<file path="config.mk">
export PLATFORM = sky130hd
export DESIGN_NAME = ats_sequencer
export DESIGN_NICKNAME = d
export VERILOG_FILES = /design/src/ats_pkg.sv /design/src/ats_sequencer.sv
export SDC_FILE = /design/constraint.sdc
export NUM_CORES = 1
export LEC_CHECK = 0
export BUFFER_PORTS_ARGS = -buffer_cell sky130_fd_sc_hd__buf_2
export CAP_MARGIN = 20
export CORE_MARGIN = 5
export CORE_UTILIZATION = 53
export CTS_BUF_LIST = sky130_fd_sc_hd__clkbuf_16
export CTS_CLUSTER_DIAMETER = 200
export DETAILED_ROUTE_END_ITERATION = 10
export PLACE_DENSITY = 0.84
export SKIP_LAST_GASP = 1
export SYNTH_ARGS = -nofsm -noshare
export SYNTH_HDL_FRONTEND = slang
export SYNTH_SLANG_ARGS = --single-unit
</file>
<file path="constraint.sdc">
create_clock -name core_clk_i -period 6.45 [get_ports core_clk_i]
set_input_delay 0.9675 -clock core_clk_i [delete_from_list [all_inputs] [get_ports core_clk_i]]
set_output_delay 0.9675 -clock core_clk_i [all_outputs]
set_load 0.02 [all_outputs]
</file>
<file path="src/ats_pkg.sv">
// Package for the antenna training sequencer: constants, states and frame descriptors.
// Assumes a single 100 MHz clock domain and a register port with one-cycle read latency.
package ats_pkg;

  // ---------------------------------------------------------------------------
  // Timing
  // ---------------------------------------------------------------------------
  // Clock period in ps.
  localparam int unsigned CLK_PERIOD_PS = 10000;
  // Reply window in ns, counted from the end of our training frame.
  localparam int unsigned REPLY_WINDOW_NS = 10000;
  // Reply window in cycles, rounded down.
  localparam int unsigned REPLY_WINDOW_CYC = (REPLY_WINDOW_NS * 1000) / CLK_PERIOD_PS;

  // ---------------------------------------------------------------------------
  // Protocol figures
  // ---------------------------------------------------------------------------
  // Spreading factor used while nothing is trained.
  localparam logic [7:0] SF_INITIAL = 8'h80;
  // Spreading factor in the final iteration.
  localparam logic [7:0] SF_FINAL = 8'h04;
  // Number of iterations at most.
  localparam logic [2:0] ITER_MAX = 3'h4;
  // Columns of the tracking training matrix.
  localparam logic [7:0] TRACK_COLS = 8'h03;
  // Feedback status meaning done.
  localparam logic STATUS_DONE = 1'b0;
  // Feedback methods during tracking.
  localparam logic [1:0] FB_METHOD_INDEX = 2'h1;
  localparam logic [1:0] FB_METHOD_WEIGHTS = 2'h2;

  // ---------------------------------------------------------------------------
  // Register map
  // ---------------------------------------------------------------------------
  localparam logic [3:0] REG_CTRL = 4'h0;
  localparam logic [3:0] REG_ANT = 4'h1;
  localparam logic [3:0] REG_STATUS = 4'h2;
  localparam logic [3:0] REG_WEIGHT = 4'h3;
  // Control field positions.
  localparam int unsigned CTRL_START_BIT = 0;
  localparam int unsigned CTRL_OPEN_BIT = 1;
  localparam int unsigned CTRL_TRACK_BIT = 2;
  localparam int unsigned CTRL_RENEG_BIT = 3;
  localparam int unsigned CTRL_PEER_A_BIT = 4;
  localparam int unsigned CTRL_ABORT_BIT = 5;
  // Reset values.
  localparam logic [31:0] CTRL_RESET = 32'h0000_0000;
  localparam logic [31:0] ANT_RESET = 32'h0000_0000;
  localparam logic [31:0] WEIGHT_RESET = 32'h0000_0000;

  // Sequencer states.
  typedef enum logic [2:0] {
    ATS_IDLE,
    ATS_SEND,
    ATS_WAIT,
    ATS_FINAL_FB,
    ATS_TRACK_REQ,
    ATS_TRACK_CONF,
    ATS_TRACK_SEND
  } ats_state_t;

  // Descriptor of a frame that we ask the transmitter to send.
  typedef struct packed {
    logic [2:0] iteration;
    logic [7:0] spreading_factor;
    logic [7:0] rx_training_symbol_count;
    logic [7:0] tx_training_symbol_count;
    logic [7:0] requested_spreading_factor;
    logic [7:0] requested_rx_symbol_count;
    logic with_feedback;
    logic with_request;
    logic use_fed_back_weights;
    logic [1:0] feedback_method;
  } ats_tx_frame_t;

  // Descriptor of a frame received from the peer.
  typedef struct packed {
    logic [2:0] iteration;
    logic has_feedback;
    logic has_request;
    logic feedback_status;
    logic [7:0] requested_spreading_factor;
    logic [7:0] requested_rx_symbol_count;
    logic [31:0] tx_weights;
  } ats_rx_frame_t;

endpackage

</file>
<file path="src/ats_sequencer.sv">
// Operation
// - Exchange training parameters before iterations start.
// - Feedback element may ride inside training frame.
// - Iteration 0 sends peer-antenna receive symbols, spreading 128.
// - First frame carries matrix-column transmit symbols.
// - Request spreading 128 for peer first reply.
// - Request one receive symbol per own antenna.
// - Transmit with spreading factor peer requested.
// - Iteration 1 uses peer requested spreading factor.
// - Later frames use fed-back weights except matrix symbols.
// - Later frames carry requested count and feedback.
// - Later iterations repeat pattern, at most four.
// - Send final feedback after last iteration.
// - Open loop omits feedback, reuses receive weights.
// - Tracking skips handshake, adds training segment.
// - Reused tracking config starts sending sequences.
// - Renegotiation sends request, peer confirms next.
// - After renegotiation, send sequences in segment.
// - Tracking one iteration; method by peer type.
// - Tracking matrix has three sweep columns.
// - Iteration counter clears, increments on feedback; code steps on any accepted reply while all_done is clear, with or without feedback.
// - Final iteration uses spreading factor four.
// - Stop after four iterations or both done.
//
// Training sequencer on the initiating station S.
// Assumes frame descriptors come from logic on the same clock and that
// the handshake finished before software sets the start bit.
//
// Added by the designer: strobed register access and the address map.
`timescale 1ns/10ps
`default_nettype none

module ats_sequencer
(
  input wire logic core_clk_i,
  input wire logic rst_i,
  // Register port.
  input wire logic [3:0] reg_addr_i,
  input wire logic [31:0] reg_wdata_i,
  input wire logic reg_wr_i,
  input wire logic reg_rd_i,
  output logic [31:0] reg_rdata_o,
  // Transmit request towards the frame builder.
  output logic tx_req_o,
  output ats_pkg::ats_tx_frame_t tx_frame_o,
  output logic [31:0] tx_weights_o,
  input wire logic tx_done_i,
  // Received frame from the peer.
  input wire logic rx_valid_i,
  input wire ats_pkg::ats_rx_frame_t rx_frame_i
);

  // ---------------------------------------------------------------------------
  // Registers
  // ---------------------------------------------------------------------------
  // Control register; start and abort bits are self-clearing.
  logic [31:0] ctrl_q;
  // Antenna counts: [7:0] own, [15:8] peer, [23:16] matrix columns.
  logic [31:0] ant_q;
  // Current transmit weights.
  logic [31:0] weight_q;
  // Sequencer state.
  ats_pkg::ats_state_t state_q;
  ats_pkg::ats_state_t state_d;
  // Iteration counter.
  logic [2:0] iter_q;
  // Spreading factor and count requested by the peer.
  logic [7:0] peer_sf_q;
  logic [7:0] peer_cnt_q;
  // Peer reported done in its last accepted reply.
  logic peer_done_q;
  // Reply window counter.
  logic [15:0] wait_q;
  // Sticky flag for an abandoned iteration.
  logic timeout_q;
  // Read data register.
  logic [31:0] rdata_q;

  // ---------------------------------------------------------------------------
  // Decode
  // ---------------------------------------------------------------------------
  // Register write selects.
  wire logic wr_ctrl = reg_wr_i && (reg_addr_i == ats_pkg::REG_CTRL);
  wire logic wr_ant = reg_wr_i && (reg_addr_i == ats_pkg::REG_ANT);
  // Control bits as named levels.
  wire logic go = ctrl_q[ats_pkg::CTRL_START_BIT];
  wire logic open_loop = ctrl_q[ats_pkg::CTRL_OPEN_BIT];
  wire logic track = ctrl_q[ats_pkg::CTRL_TRACK_BIT];
  wire logic reneg = ctrl_q[ats_pkg::CTRL_RENEG_BIT];
  wire logic abort = ctrl_q[ats_pkg::CTRL_ABORT_BIT];
  // Antenna counts split into their fields.
  wire logic [7:0] own_ant = ant_q[7:0];
  wire logic [7:0] peer_ant = ant_q[15:8];
  wire logic [7:0] mat_cols = ant_q[23:16];
  // Last iteration is the fourth, numbered three.
  wire logic last_iter = (iter_q == (ats_pkg::ITER_MAX - 3'h1));
  // Reply matches our iteration number.
  wire logic rx_match = rx_valid_i && (rx_frame_i.iteration == iter_q);
  wire logic wait_over = (wait_q == 16'(ats_pkg::REPLY_WINDOW_CYC));
  // A reply that lands with a timeout or abort is dropped, so nothing advances.
  wire logic rx_take = (state_q == ats_pkg::ATS_WAIT) && rx_match && !abort && !wait_over;
  // Both ends done when peer reported done or this is the last step.
  wire logic all_done = peer_done_q || last_iter;

  // ---------------------------------------------------------------------------
  // Register writes
  // ---------------------------------------------------------------------------
  // Control bits; start and abort clear in the first cycle without a control write.
  always_ff @(posedge core_clk_i or posedge rst_i)
  begin
    if (rst_i)
    begin
      ctrl_q <= ats_pkg::CTRL_RESET;
      ant_q <= ats_pkg::ANT_RESET;
    end
    else
    begin
      if (wr_ctrl)
        ctrl_q <= reg_wdata_i;
      else
      begin
        ctrl_q[ats_pkg::CTRL_START_BIT] <= 1'b0;
        ctrl_q[ats_pkg::CTRL_ABORT_BIT] <= 1'b0;
      end
      if (wr_ant)
        ant_q <= reg_wdata_i;
    end
  end

  // ---------------------------------------------------------------------------
  // State machine
  // ---------------------------------------------------------------------------
  // Next-state logic.
  always_comb
  begin
    state_d = state_q;
    case (state_q)
      ats_pkg::ATS_IDLE:
      begin
        if (go && track && reneg)
          state_d = ats_pkg::ATS_TRACK_REQ;
        else if (go && track)
          state_d = ats_pkg::ATS_TRACK_SEND;
        else if (go)
          state_d = ats_pkg::ATS_SEND;
      end
      ats_pkg::ATS_SEND:
        if (tx_done_i)
          state_d = ats_pkg::ATS_WAIT;
      ats_pkg::ATS_WAIT:
      begin
        if (abort || wait_over)
          state_d = ats_pkg::ATS_IDLE;
        else if (rx_match && all_done)
          state_d = open_loop ? ats_pkg::ATS_IDLE : ats_pkg::ATS_FINAL_FB;
        else if (rx_match)
          state_d = ats_pkg::ATS_SEND;
      end
      ats_pkg::ATS_FINAL_FB:
        if (tx_done_i)
          state_d = ats_pkg::ATS_IDLE;
      ats_pkg::ATS_TRACK_REQ:
        if (tx_done_i)
          state_d = ats_pkg::ATS_TRACK_CONF;
      ats_pkg::ATS_TRACK_CONF:
      begin
        if (abort || wait_over)
          state_d = ats_pkg::ATS_IDLE;
        else if (rx_valid_i && rx_frame_i.has_request)
          state_d = ats_pkg::ATS_TRACK_SEND;
      end
      ats_pkg::ATS_TRACK_SEND:
        if (tx_done_i)
          state_d = ats_pkg::ATS_IDLE;
      default:
        state_d = ats_pkg::ATS_IDLE;
    endcase
  end

  // State register.
  always_ff @(posedge core_clk_i or posedge rst_i)
  begin
    if (rst_i)
      state_q <= ats_pkg::ATS_IDLE;
    else
      state_q <= state_d;
  end

  // Iteration counter: cleared at start, advanced on an accepted reply unless all_done is set.
  always_ff @(posedge core_clk_i or posedge rst_i)
  begin
    if (rst_i)
      iter_q <= 3'h0;
    else if (state_q == ats_pkg::ATS_IDLE && go)
      iter_q <= 3'h0;
    else if (rx_take && !all_done)
      iter_q <= iter_q + 3'h1;
  end

  // Peer requests and weights captured from replies.
  always_ff @(posedge core_clk_i or posedge rst_i)
  begin
    if (rst_i)
    begin
      peer_sf_q <= ats_pkg::SF_INITIAL;
      peer_cnt_q <= 8'h00;
      peer_done_q <= 1'b0;
      weight_q <= ats_pkg::WEIGHT_RESET;
    end
    else if (state_q == ats_pkg::ATS_IDLE && go)
    begin
      peer_sf_q <= ats_pkg::SF_INITIAL;
      peer_cnt_q <= peer_ant;
      peer_done_q <= 1'b0;
    end
    else if (rx_take)
    begin
      peer_sf_q <= rx_frame_i.requested_spreading_factor;
      peer_cnt_q <= rx_frame_i.requested_rx_symbol_count;
      peer_done_q <= rx_frame_i.has_feedback &&
        (rx_frame_i.feedback_status == ats_pkg::STATUS_DONE);
      if (rx_frame_i.has_feedback && !open_loop)
        weight_q <= rx_frame_i.tx_weights;
    end
  end

  // Reply window counter, restarted whenever a wait begins.
  always_ff @(posedge core_clk_i or posedge rst_i)
  begin
    if (rst_i)
      wait_q <= 16'h0000;
    else if (state_q == ats_pkg::ATS_WAIT || state_q == ats_pkg::ATS_TRACK_CONF)
      wait_q <= wait_over ? wait_q : wait_q + 16'h0001;
    else
      wait_q <= 16'h0000;
  end

  // Sticky abandon flag; a new timeout wins over a software clear.
  always_ff @(posedge core_clk_i or posedge rst_i)
  begin
    if (rst_i)
      timeout_q <= 1'b0;
    else if (wait_over)
      timeout_q <= 1'b1;
    else if (reg_wr_i && reg_addr_i == ats_pkg::REG_STATUS)
      timeout_q <= 1'b0;
  end

  // ---------------------------------------------------------------------------
  // Frame descriptor
  // ---------------------------------------------------------------------------
  wire logic in_send = (state_q == ats_pkg::ATS_SEND);
  wire logic in_track = (state_q == ats_pkg::ATS_TRACK_SEND);
  wire logic first_iter = (iter_q == 3'h0);
  // Fourth iteration, numbered three, uses the smallest spreading factor in ATS_SEND; the closing ATS_FINAL_FB frame keeps peer_sf_q.
  wire logic [7:0] sf_now = (in_send && last_iter) ? ats_pkg::SF_FINAL : peer_sf_q;
  wire logic [1:0] fb_method = ctrl_q[ats_pkg::CTRL_PEER_A_BIT] ?
    ats_pkg::FB_METHOD_WEIGHTS : ats_pkg::FB_METHOD_INDEX;

  // Descriptor for the frame builder.
  always_comb
  begin
    tx_frame_o = '0;
    tx_frame_o.iteration = iter_q;
    tx_frame_o.spreading_factor = sf_now;
    tx_frame_o.rx_training_symbol_count = first_iter ? peer_ant : peer_cnt_q;
    tx_frame_o.tx_training_symbol_count = in_track ? ats_pkg::TRACK_COLS : mat_cols;
    tx_frame_o.requested_spreading_factor = ats_pkg::SF_INITIAL;
    tx_frame_o.requested_rx_symbol_count = own_ant;
    tx_frame_o.with_feedback = !open_loop && !in_track;
    tx_frame_o.with_request = (state_q == ats_pkg::ATS_TRACK_REQ);
    tx_frame_o.use_fed_back_weights = !first_iter && !open_loop;
    tx_frame_o.feedback_method = fb_method;
  end

  // Request is held until the frame builder reports the frame sent.
  assign tx_req_o = in_send || in_track ||
    (state_q == ats_pkg::ATS_FINAL_FB) || (state_q == ats_pkg::ATS_TRACK_REQ);
  assign tx_weights_o = weight_q;

  // ---------------------------------------------------------------------------
  // Register reads
  // ---------------------------------------------------------------------------
  wire logic [31:0] status_word = {22'h000000, timeout_q, peer_done_q,
    1'b0, iter_q, 1'b0, 3'(state_q)};
  wire logic [31:0] rd_mux =
    (reg_addr_i == ats_pkg::REG_CTRL) ? ctrl_q :
    (reg_addr_i == ats_pkg::REG_ANT) ? ant_q :
    (reg_addr_i == ats_pkg::REG_STATUS) ? status_word :
    (reg_addr_i == ats_pkg::REG_WEIGHT) ? weight_q : 32'h0000_0000;

  // Read data one cycle after the strobe, zero otherwise.
  always_ff @(posedge core_clk_i or posedge rst_i)
  begin
    if (rst_i)
      rdata_q <= 32'h0000_0000;
    else
      rdata_q <= reg_rd_i ? rd_mux : 32'h0000_0000;
  end
  assign reg_rdata_o = rdata_q;
endmodule // ats_sequencer

`default_nettype wire

</file>
# After elaboration in Yosys (flattened, before gate mapping)
# Cells that the tools add are included.
[op_classes]
addsub = 2
mux = 36
bitwise_logic = 2
eq_ne = 19
reduce_logical = 39
[ops]
columns = ["op", "count"]
rows = [
  ["32-bit 2-to-1 mux", 5],
  ["8-bit 2-to-1 mux", 7],
  ["3-bit 2-to-1 mux", 13],
  ["16-bit 2-to-1 mux", 2],
  ["1-bit logical AND", 18],
  ["3-bit case mux with 6 select lines", 1],
  ["16-bit by 1-bit adder with 16-bit output (second input constant)", 1],
  ["16-bit by 10-bit equality test with 1-bit output (second input constant)", 1],
  ["3-bit by 2-bit equality test with 1-bit output (second input constant)", 3],
  ["3-bit equality test (second input constant)", 3],
  ["4-bit by 2-bit equality test with 1-bit output (second input constant)", 2],
  ["4-bit inequality test (second input constant)", 2],
  ["1-bit logical NOT", 6],
  ["3-bit logical NOT", 2],
  ["1-bit logical OR", 6],
  ["1-bit 2-to-1 mux", 6],
  ["6-bit AND reduction", 1],
  ["2-bit nonzero test", 3],
  ["4-bit by 1-bit equality test with 1-bit output (second input constant)", 1],
  ["4-bit logical NOT", 1],
  ["2-bit 2-to-1 mux", 2],
  ["2-bit by 1-bit inequality test with 1-bit output (second input constant)", 2],
  ["2-bit inequality test (second input constant)", 2],
  ["3-bit by 1-bit adder with 3-bit output (second input constant)", 1],
  ["other kinds (6)", 7],
]
[totals]
inputBits = 96
elab_cells = 110
reg_bits = 168

# Longest topological paths before layout
# Gate-level depths: netlist of the first run.
[logic_depth]
ltp_word = 8
depth_mapped = 8

# Least setup slack after synthesis of the first run
# OpenSTA, ideal clock, no wires.
[synth_timing]
kind = "register to output"
startpoint = "reg iter_q[0]"
endpoint = "out tx_frame_o[36] (netlist bit)"
n_path_buf = 1
arrival_ns = 1.634
path_slack_ns = 3.849
path_stages_with_launch = 6
cell_sequence = "dfrtp_1 > inv_1 > ha_1 > nor2b_1 > clkbuf_1 > o21ai_0"
[synth_lines]
columns = ["element", "line_no", "source"]
rows = [
  ["start, declared", "ats_sequencer.sv:66", "logic [2:0] iter_q;"],
  ["start signal, assigned", "ats_sequencer.sv:197", "iter_q <= iter_q + 3'h1;"],
  ["end, declared", "ats_sequencer.sv:45", "output ats_pkg::ats_tx_frame_t tx_frame_o,"],
]

==> results of run 1 <==
[power by group]
group | total (mW) | internal (mW) | leakage, nW | switching (mW)
Sequential | 1.53 | 1.31 | 2.18 | 0.222
Clock | 0.990 | 0.595 | 0.283 | 0.395
Combinational | 1.04 | 0.435 | 2.10 | 0.606
Total | 3.56 | 2.34 | 4.57 | 1.22
[cell families (layout without fill, tap and decap cells)]
kind of cell             Yosys count  in the layout  synth area share
flip-flops                       168            168             0.549
adder cells (fa/ha/maj)            5              5           0.00817
other                              2              8          0.000981
XOR/XNOR                          18             18            0.0206
multiplexers                     105            105             0.157
buffers and inverters             65            247            0.0489
AO/OA/AOI/OAI                    121            121            0.0928
AND/OR/NAND/NOR                  178            178             0.122
[layout make-up]
type	instances	area, µm²	share of cell area
Sequential cell	168	4210	0.457
Multi-Input combinational cell	435	3110	0.338
Timing Repair Buffer	206	1050	0.114
Clock buffer	17	425	0.0462
Tap cell	184	230	0.0250
Clock inverter	13	140	0.0152
Inverter	11	46.3	0.00503
[cells in the mapped netlist (2+ instances only)]
library cell	instances
buf_2	13
nor3b_2	2
nor3_1	4
clkbuf_8	2
o31ai_1	2
and2_1	7
nand3_1	20
clkbuf_1	18
xnor2_1	7
a221oi_1	6
mux2_2	72
o21ai_0	58
and3_1	9
nor2_1	47
buf_4	17
a21oi_1	33
nand4_1	4
nand2b_1	3
nand3b_1	3
ha_1	5
inv_1	11
dfrtp_1	167
o22ai_1	7
a22oi_1	2
nand2_1	53
mux4_2	2
o211ai_1	3
nor4_1	2
conb_1	2
buf_6	4
nor2b_1	12
and3_2	2
mux2_1	31
xor2_1	11
[sequential cells by signal (all words and copies together) (netlist names)]
| name | cells |
|---|---|
| reg_rdata_o | 32 |
| peer_sf_q | 8 |
| state_q | 3 |
| iter_q | 3 |
| peer_done_q | 1 |
| tx_weights_o | 32 |
| timeout_q | 1 |
| ant_q | 32 |
| peer_cnt_q | 8 |
| ctrl_q | 32 |
| wait_q | 16 |
[worst max-delay path, cell delays in order (launching register included)]
cell and delay [ns]:
dfrtp_1 0.49, inv_1 0.10, ha_1 0.13, nor2b_1 0.75, mux2_2 0.42, buf_2 0.16
[worst paths after layout]
path	slack, ns	endpoint	depth (start not counted)
min in group asynchronous	0.67	peer_cnt_q[6]	2
setup reg to reg	3.93	tx_weights_o[13]	6
hold / removal	0.49	timeout_q	2
setup / recovery	3.00	tx_frame_o[34]	5
hold reg to reg	0.49	timeout_q	2
max in group asynchronous	4.59	ant_q[30]	3
[metal layers]
layer	up-vias	share of wire	track usage
li1	2647	-	-
met4	4	0.018	0.0733
met1	2839	0.40	0.307
met3	35	0.095	0.0749
met2	245	0.48	0.367
met5	-	0.0014	0
[through the flow]
step / hold slack [ns] / instance area, µm²
6_report: 0.490 / 9200
5_1_grt: 0.513 / 9200
4_1_cts: 0.490 / 9200
3_5_place_dp: 0.477 / 8630
3_3_place_gp: 0.464 / 8630
2_1_floorplan: 0.446 / 7680
==> results.yml, run 1 <==
status:
  status: "finished clean"
route:
  wire_per_inst_um: 18.6
  drc: 0
  vias: 5770
  viasPerCell: 5.58
  drt_iter0_drc: 311
  wl_mm: 19.2
  first_pass_iters: 4
  detail-route-antenna-nets: 0
grt:
  grt_pass1_vias: 5641
  overflow: 0
  grt_antenna_before_repair: 2
  grt_pass1_wl_mm: 30.2
  grt_usage: 0.232
  grt_max_degree: 81
floorplan:
  coreArea_um2: 14400
  die_area_um2: 17000
  start_util: 0.533
  ios: 209
  die_y_um: 130
  die_x_um: 130
  fp-row-count: 44
synth:
  synth_top_area_frac: 0.546
  synth-edff-count: 0
  synth.distinct_cells: 55
  syn_inst: 662
  syn_area_um2: 7660
  async_reset_ff_frac: 1.00
  yosysWarningCount: 0
  synth_seq_cells: 168
  synth_area_leaders: "dfrtp_1 55%, mux2_2 11%, mux2_1 4.6%"
  post-synth-top-area-cell: "dfrtp_1"
  seq_area_frac_synth: 0.549
  synth.avg_cell_area_um2: 11.6
  synth_ff_type: "dfrtp_1"
worst_setup_path:
  cp-end-kind: "primary output"
  startpoint: "iter_q[0]"
  critPathArrivalTime_ns: 2.48
  reg2reg_from: "wait_q[0]"
  path_max_fanout: 10
  start_kind: "register"
  worstSetupPathType: "register to primary output"
  cp.required_ns: 5.48
clock_tree:
  cts_resized: 0
  cts_tree: "done"
  holdBufCountCts: 0
  cts_root_buf: "clkbuf_16"
  clk_latency_ns: 0.43
  cts_setup_buffers: 0
  clk_pin_slew_worst_paths_ns: 0.07
  clockBufferDepth: 2
  clock-sinks: 168
  cts_buffers: 17
  htree_levels: 4
sta:
  rsz0062_at_grt: "false"
  finalCritPeriodShare: 0.535
  max_freq_mhz: 290
  setup_violations: 0
  tns_ns: 0
  tightestPinTransition_ns: 1.05
  fin_ws_ns: 3.00
  max-slew-margin-rel: 0.301
  fin_skew_ns: 0.00906
  timing.final.crit_period_ns: 3.45
  final-max-slew-violation-count: 0
  finalHoldViolCount: 0
min_path:
  hold_class: "register to register"
  hp-start: "timeout_q"
cells_and_area:
  layout_common_cells: "200 x buf_2, 167 x dfrtp_1, 72 x mux2_2, 58 x o21ai_0, 53 x nand2_1"
  drive_above_1_share: 0.384
  mostFrequentLayoutCell: "buf_2"
  fin_util: 0.640
  syn2layout_area_growth_pct: 20.1
  antenna_cells: 0
  nets: 940
  fill_cells: 1096
  final_cells: 1034
placement:
  dp_slack_ns: 2.78
  hpwl_mm: 13.4
  gp_congestion: 0.828
  io_buffers: 200
  place_inst: 1004
pwr:
  ir_drop_mv: 0.260
  leakage_nw: 4.57
  power_mw: 3.56
  p_per_area_nw_per_um2: 387
flow_run:
  max-cap-violations: 0
Power figures use the tool's default switching activity.
==> run 2: changes to the inputs <==
Settings changed: CORE_UTILIZATION 53 to 48, PLACE_DENSITY 0.84 to 0.8.
Clock period 6.45 ns to 2.85 ns, I/O delays scaled along.
==> run 2 against run 1 <==
Effect of this change: final cell count increased by 4.0%; non-clock buffer count increased by 7; setup slack got worse by 2.7 ns; clock skew increased by 0.0029 ns; combinational power increased by 130%; utilization decreased by 4.6 points; die area increased by 9.6%; critical endpoint is now tx_weights_o[19].
==> results.yml, run 2 (same netlist as run 1, synthesis figures left out) <==
sta:
  max_freq_mhz: 390
  finalHoldViolCount: 0
  fin_ws_ns: 0.288
  rsz0062_at_grt: "false"
  tns_ns: 0
  tightestPinTransition_ns: 0.806
  holdWs_ns: 0.0540
  timing.final.crit_period_ns: 2.56
  finalCritPeriodShare: 0.899
  max-slew-margin-rel: 0.461
  fin_skew_ns: 0.0119
  setup_violations: 0
  final-max-slew-violation-count: 0
route:
  wire_per_inst_um: 18.7
  first_pass_iters: 5
  wl_mm: 20.1
  detail-route-antenna-nets: 0
  drc: 0
  drt_iter0_drc: 406
  viasPerCell: 5.41
  vias: 5820
worst_setup_path:
  cp.required_ns: 3.15
  cp-end-kind: "register"
  worstSetupPathType: "register to register"
  path_max_fanout: 32
  critPathArrivalTime_ns: 2.86
  start_kind: "register"
clock_tree:
  clock-sinks: 168
  cts_setup_buffers: 0
  cts_resized: 0
  htree_levels: 4
  cts_buffers: 17
  holdBufCountCts: 0
  cts_tree: "done"
  clk_latency_ns: 0.42
  clk_pin_slew_worst_paths_ns: 0.07
  cts_root_buf: "clkbuf_16"
  clockBufferDepth: 2
cells_and_area:
  fill_cells: 1367
  layout_common_cells: "200 x buf_2, 167 x dfrtp_1, 72 x mux2_2, 58 x o21ai_0, 52 x nand2_1"
  drive_above_1_share: 0.394
  nets: 947
  final_cells: 1075
  syn2layout_area_growth_pct: 22.3
  mostFrequentLayoutCell: "buf_2"
grt:
  overflow: 0
  grt_pass1_vias: 6038
  grt_pass1_wl_mm: 32.0
  grt_usage: 0.223
  grt_antenna_before_repair: 4
  grt_max_degree: 60
floorplan:
  ios: 209
  coreArea_um2: 15800
  die_y_um: 136
  die_x_um: 136
  start_util: 0.486
  fp-row-count: 46
  die_area_um2: 18600
status:
  status: "finished clean"
pwr:
  p_per_area_nw_per_um2: 874
  ir_drop_mv: 0.448
  leakage_nw: 4.61
  power_mw: 8.19
flow_run:
  max-cap-violations: 0
placement:
  hpwl_mm: 14.4
  gp_congestion: 0.826
  place_inst: 1043
  dp_slack_ns: 0.269
  io_buffers: 200
min_path:
  hold_class: "input port to async pin"
[run 2: cell types whose count changed in the layout (fill, tap and decap cells not counted)]
| cell | before | now |
|---|---|---|
| nand2_1 | 53 | 52 |
| inv_8 | 0 | 1 |
| clkinvlp_4 | 1 | 5 |
| inv_1 | 12 | 11 |
| inv_6 | 1 | 2 |
| buf_12 | 0 | 3 |
| buf_4 | 6 | 10 |
| clkinv_1 | 3 | 1 |
| diode_2 | 0 | 1 |
| nand2_2 | 0 | 1 |
| clkinv_4 | 1 | 2 |
| clkinv_2 | 3 | 0 |
[run 2: power by group]
group	leakage, nW	switching (mW)	internal (mW)
Combinational	2.14	1.41	1.01
Clock	0.283	0.961	1.38
Sequential	2.18	0.467	2.96
[run 2: final timing paths]
check,start,endpoint,slack (ns),cells past startpoint
max reg2reg,wait_q[0],tx_weights_o[19],0.29,6
min,rst_i,ctrl_q[15],0.05,2
max in group asynchronous,rst_i,peer_sf_q[7],1.99,3
min reg2reg,timeout_q,timeout_q,0.49,2
max,wait_q[0],tx_weights_o[19],0.29,6
min in group core_clk_i,rx_frame_i[41],peer_sf_q[1],0.20,3
[run 2: cell type report]
type | instances | area, µm² | area share
Clock inverter | 14 | 174 | 0.0186
Clock buffer | 17 | 425 | 0.0454
Inverter | 11 | 45.0 | 0.00481
Multi-Input combinational cell | 435 | 3110 | 0.332
Tap cell | 216 | 270 | 0.0288
Timing Repair Buffer | 213 | 1140 | 0.121
Sequential cell | 168 | 4210 | 0.449
Antenna cell | 1 | 2.50 | 0.000267
[run 2: per-stage QoR]
step / area, µm² / util
finish: 9370 / 0.594
global route: 9370 / 0.594
CTS: 9370 / 0.594
detailed placement: 8770 / 0.556
global placement: 8770 / 0.556
floorplan: 7680 / -
[run 2: metal layers]
layer | wire (µm) | GRT usage | up-vias
met3 | 1230 | 0.0548 | 31
met4 | 364 | 0.0767 | 6
met5 | 41 | 0 | -
met2 | 10100 | 0.371 | 191
li1 | - | - | 2671
met1 | 8320 | 0.286 | 2921
[run 2: worst max-delay path: stages (launching register included)]
cell and delay [ns]:
dfrtp_1 0.44, inv_1 0.07, ha_1 0.19, nor3b_2 0.17, a41oi_4 0.33, nand4_4 0.65, mux2_1 0.57
==> run 3: changes to the inputs <==
Settings changed: GPL_TIMING_DRIVEN set to 0.
==> run 3 against run 2 <==
Effect of this change: via count grew 3.0%; utilization grew 1.7 points; critical path type is now register to primary output; maximum frequency shrank 1.4%; hold slack gained 0.066 ns; critical path depth is the same; register-to-register slack gained 0.30 ns; flip-flop and latch count is the same; clock skew shrank 0.0047 ns; setup slack lost 0.037 ns.
==> results.yml, run 3 (same netlist as run 1, synthesis figures left out) <==
floorplan:
  die_y_um: 136
  fp-row-count: 46
  ios: 209
  die_area_um2: 18600
  die_x_um: 136
  start_util: 0.486
  coreArea_um2: 15800
clock_tree:
  clk_latency_ns: 0.42
  holdBufCountCts: 0
  cts_tree: "done"
  cts_root_buf: "clkbuf_16"
  clk_pin_slew_worst_paths_ns: 0.07
  clock-sinks: 168
  htree_levels: 4
  cts_setup_buffers: 0
  cts_buffers: 17
  cts_resized: 0
  clockBufferDepth: 2
cells_and_area:
  stdcell_area_um2: 9630
  syn2layout_area_growth_pct: 25.8
  layout_common_cells: "213 x buf_2, 167 x dfrtp_1, 72 x mux2_2, 58 x o21ai_0, 53 x nand2_1"
  final_cells: 1120
  antenna_cells: 0
  nets: 992
  mostFrequentLayoutCell: "buf_2"
  drive_above_1_share: 0.403
  fin_util: 0.611
route:
  detail-route-antenna-nets: 0
  drt_iter0_drc: 366
  wl_mm: 20.7
  first_pass_iters: 6
  wire_per_inst_um: 18.5
  drc: 0
  vias: 5995
  viasPerCell: 5.35
placement:
  gp_congestion: 0.810
  io_buffers: 200
  dp_slack_ns: 0.598
  dpl-instance-area_um2: 9030
  place_inst: 1088
  hpwl_mm: 15.4
grt:
  grt_antenna_before_repair: 1
  grt_pass1_wl_mm: 32.7
  grt_max_degree: 45
  grt_pass1_vias: 6070
  overflow: 0
  grt_usage: 0.229
pwr:
  power_mw: 8.30
  leakage_nw: 4.79
  p_per_area_nw_per_um2: 862
  ir_drop_mv: 0.572
sta:
  holdWs_ns: 0.121
  tns_ns: 0
  timing.final.crit_period_ns: 2.60
  max_freq_mhz: 385
  rsz0062_at_grt: "false"
  setup_violations: 0
  final-max-slew-violation-count: 0
  tightestPinTransition_ns: 0.739
  max-slew-margin-rel: 0.507
  finalCritPeriodShare: 0.912
  fin_skew_ns: 0.00722
  finalHoldViolCount: 0
  fin_ws_ns: 0.251
flow_run:
  max-cap-violations: 0
worst_setup_path:
  critPathArrivalTime_ns: 2.17
  cpPeakStageDelay_ns: 0.48
  path_max_fanout: 8
  path_common_cell: "ha_1"
  crit_slowest_cell: "dfrtp_1"
  cp.required_ns: 2.42
  worstSetupPathType: "register to primary output"
  start_kind: "register"
  path_cells: "ha_1 -> ha_1 -> and3_1 -> clkbuf_1 -> or2_2 -> buf_2"
  cp-end-kind: "primary output"
min_path:
  hold_class: "input port to async pin"
status:
  status: "finished clean"
-- run 3: cell types whose count changed in the layout (fill, tap and decap cells not counted), moves of 2 or more --
cell,previous run,this run
clkbuf_1,0,17
buf_2,200,213
buf_4,10,17
buf_6,0,4
clkinvlp_4,5,2
clkbuf_8,0,2
inv_6,2,4
inv_8,1,3
-- run 3: final timing paths --
check	from	to	slack (ns)	cells after the start
max in group asynchronous	rst_i	ant_q[7]	1.85	4
min	rst_i	tx_weights_o[14]	0.12	2
min in group core_clk_i	rx_frame_i[42]	peer_sf_q[2]	0.19	3
max reg2reg	wait_q[0]	tx_weights_o[16]	0.59	7
min reg2reg	peer_sf_q[5]	peer_sf_q[5]	0.49	2
max	iter_q[0]	tx_frame_o[39]	0.25	6
-- run 3: area by class of cell --
class / instances / area, µm²
inverter: 11 / 45.0
fill: 1282 / 6140
sequential: 168 / 4210
tap: 216 / 270
buffer: 54 / 334
multi-input combinational: 435 / 3100
clock inverter: 15 / 170
timing repair buffer: 204 / 1080
clock buffer: 17 / 425
-- run 3: report_power, final --
part	switching [mW]	total (mW)	internal, mW
logic	1.49	2.58	1.09
registers	0.429	3.39	2.96
clock network	1.02	2.34	1.32
-- run 3: critical path: cells and delay by family (launching register included) --
| kind | cells | cell delay, ns |
|---|---|---|
| flip-flops | 1 | 0.48 |
| adder cells (fa/ha/maj) | 2 | 0.43 |
| AND/OR/NAND/NOR | 2 | 0.48 |
| buffers and inverters | 2 | 0.36 |
-- run 3: routing by layer --
metal  routed length [µm]  GRT usage
met5                   13          0
met4                  403     0.0705
met3                 1330     0.0503
met2                10400      0.373
met1                 8560      0.308
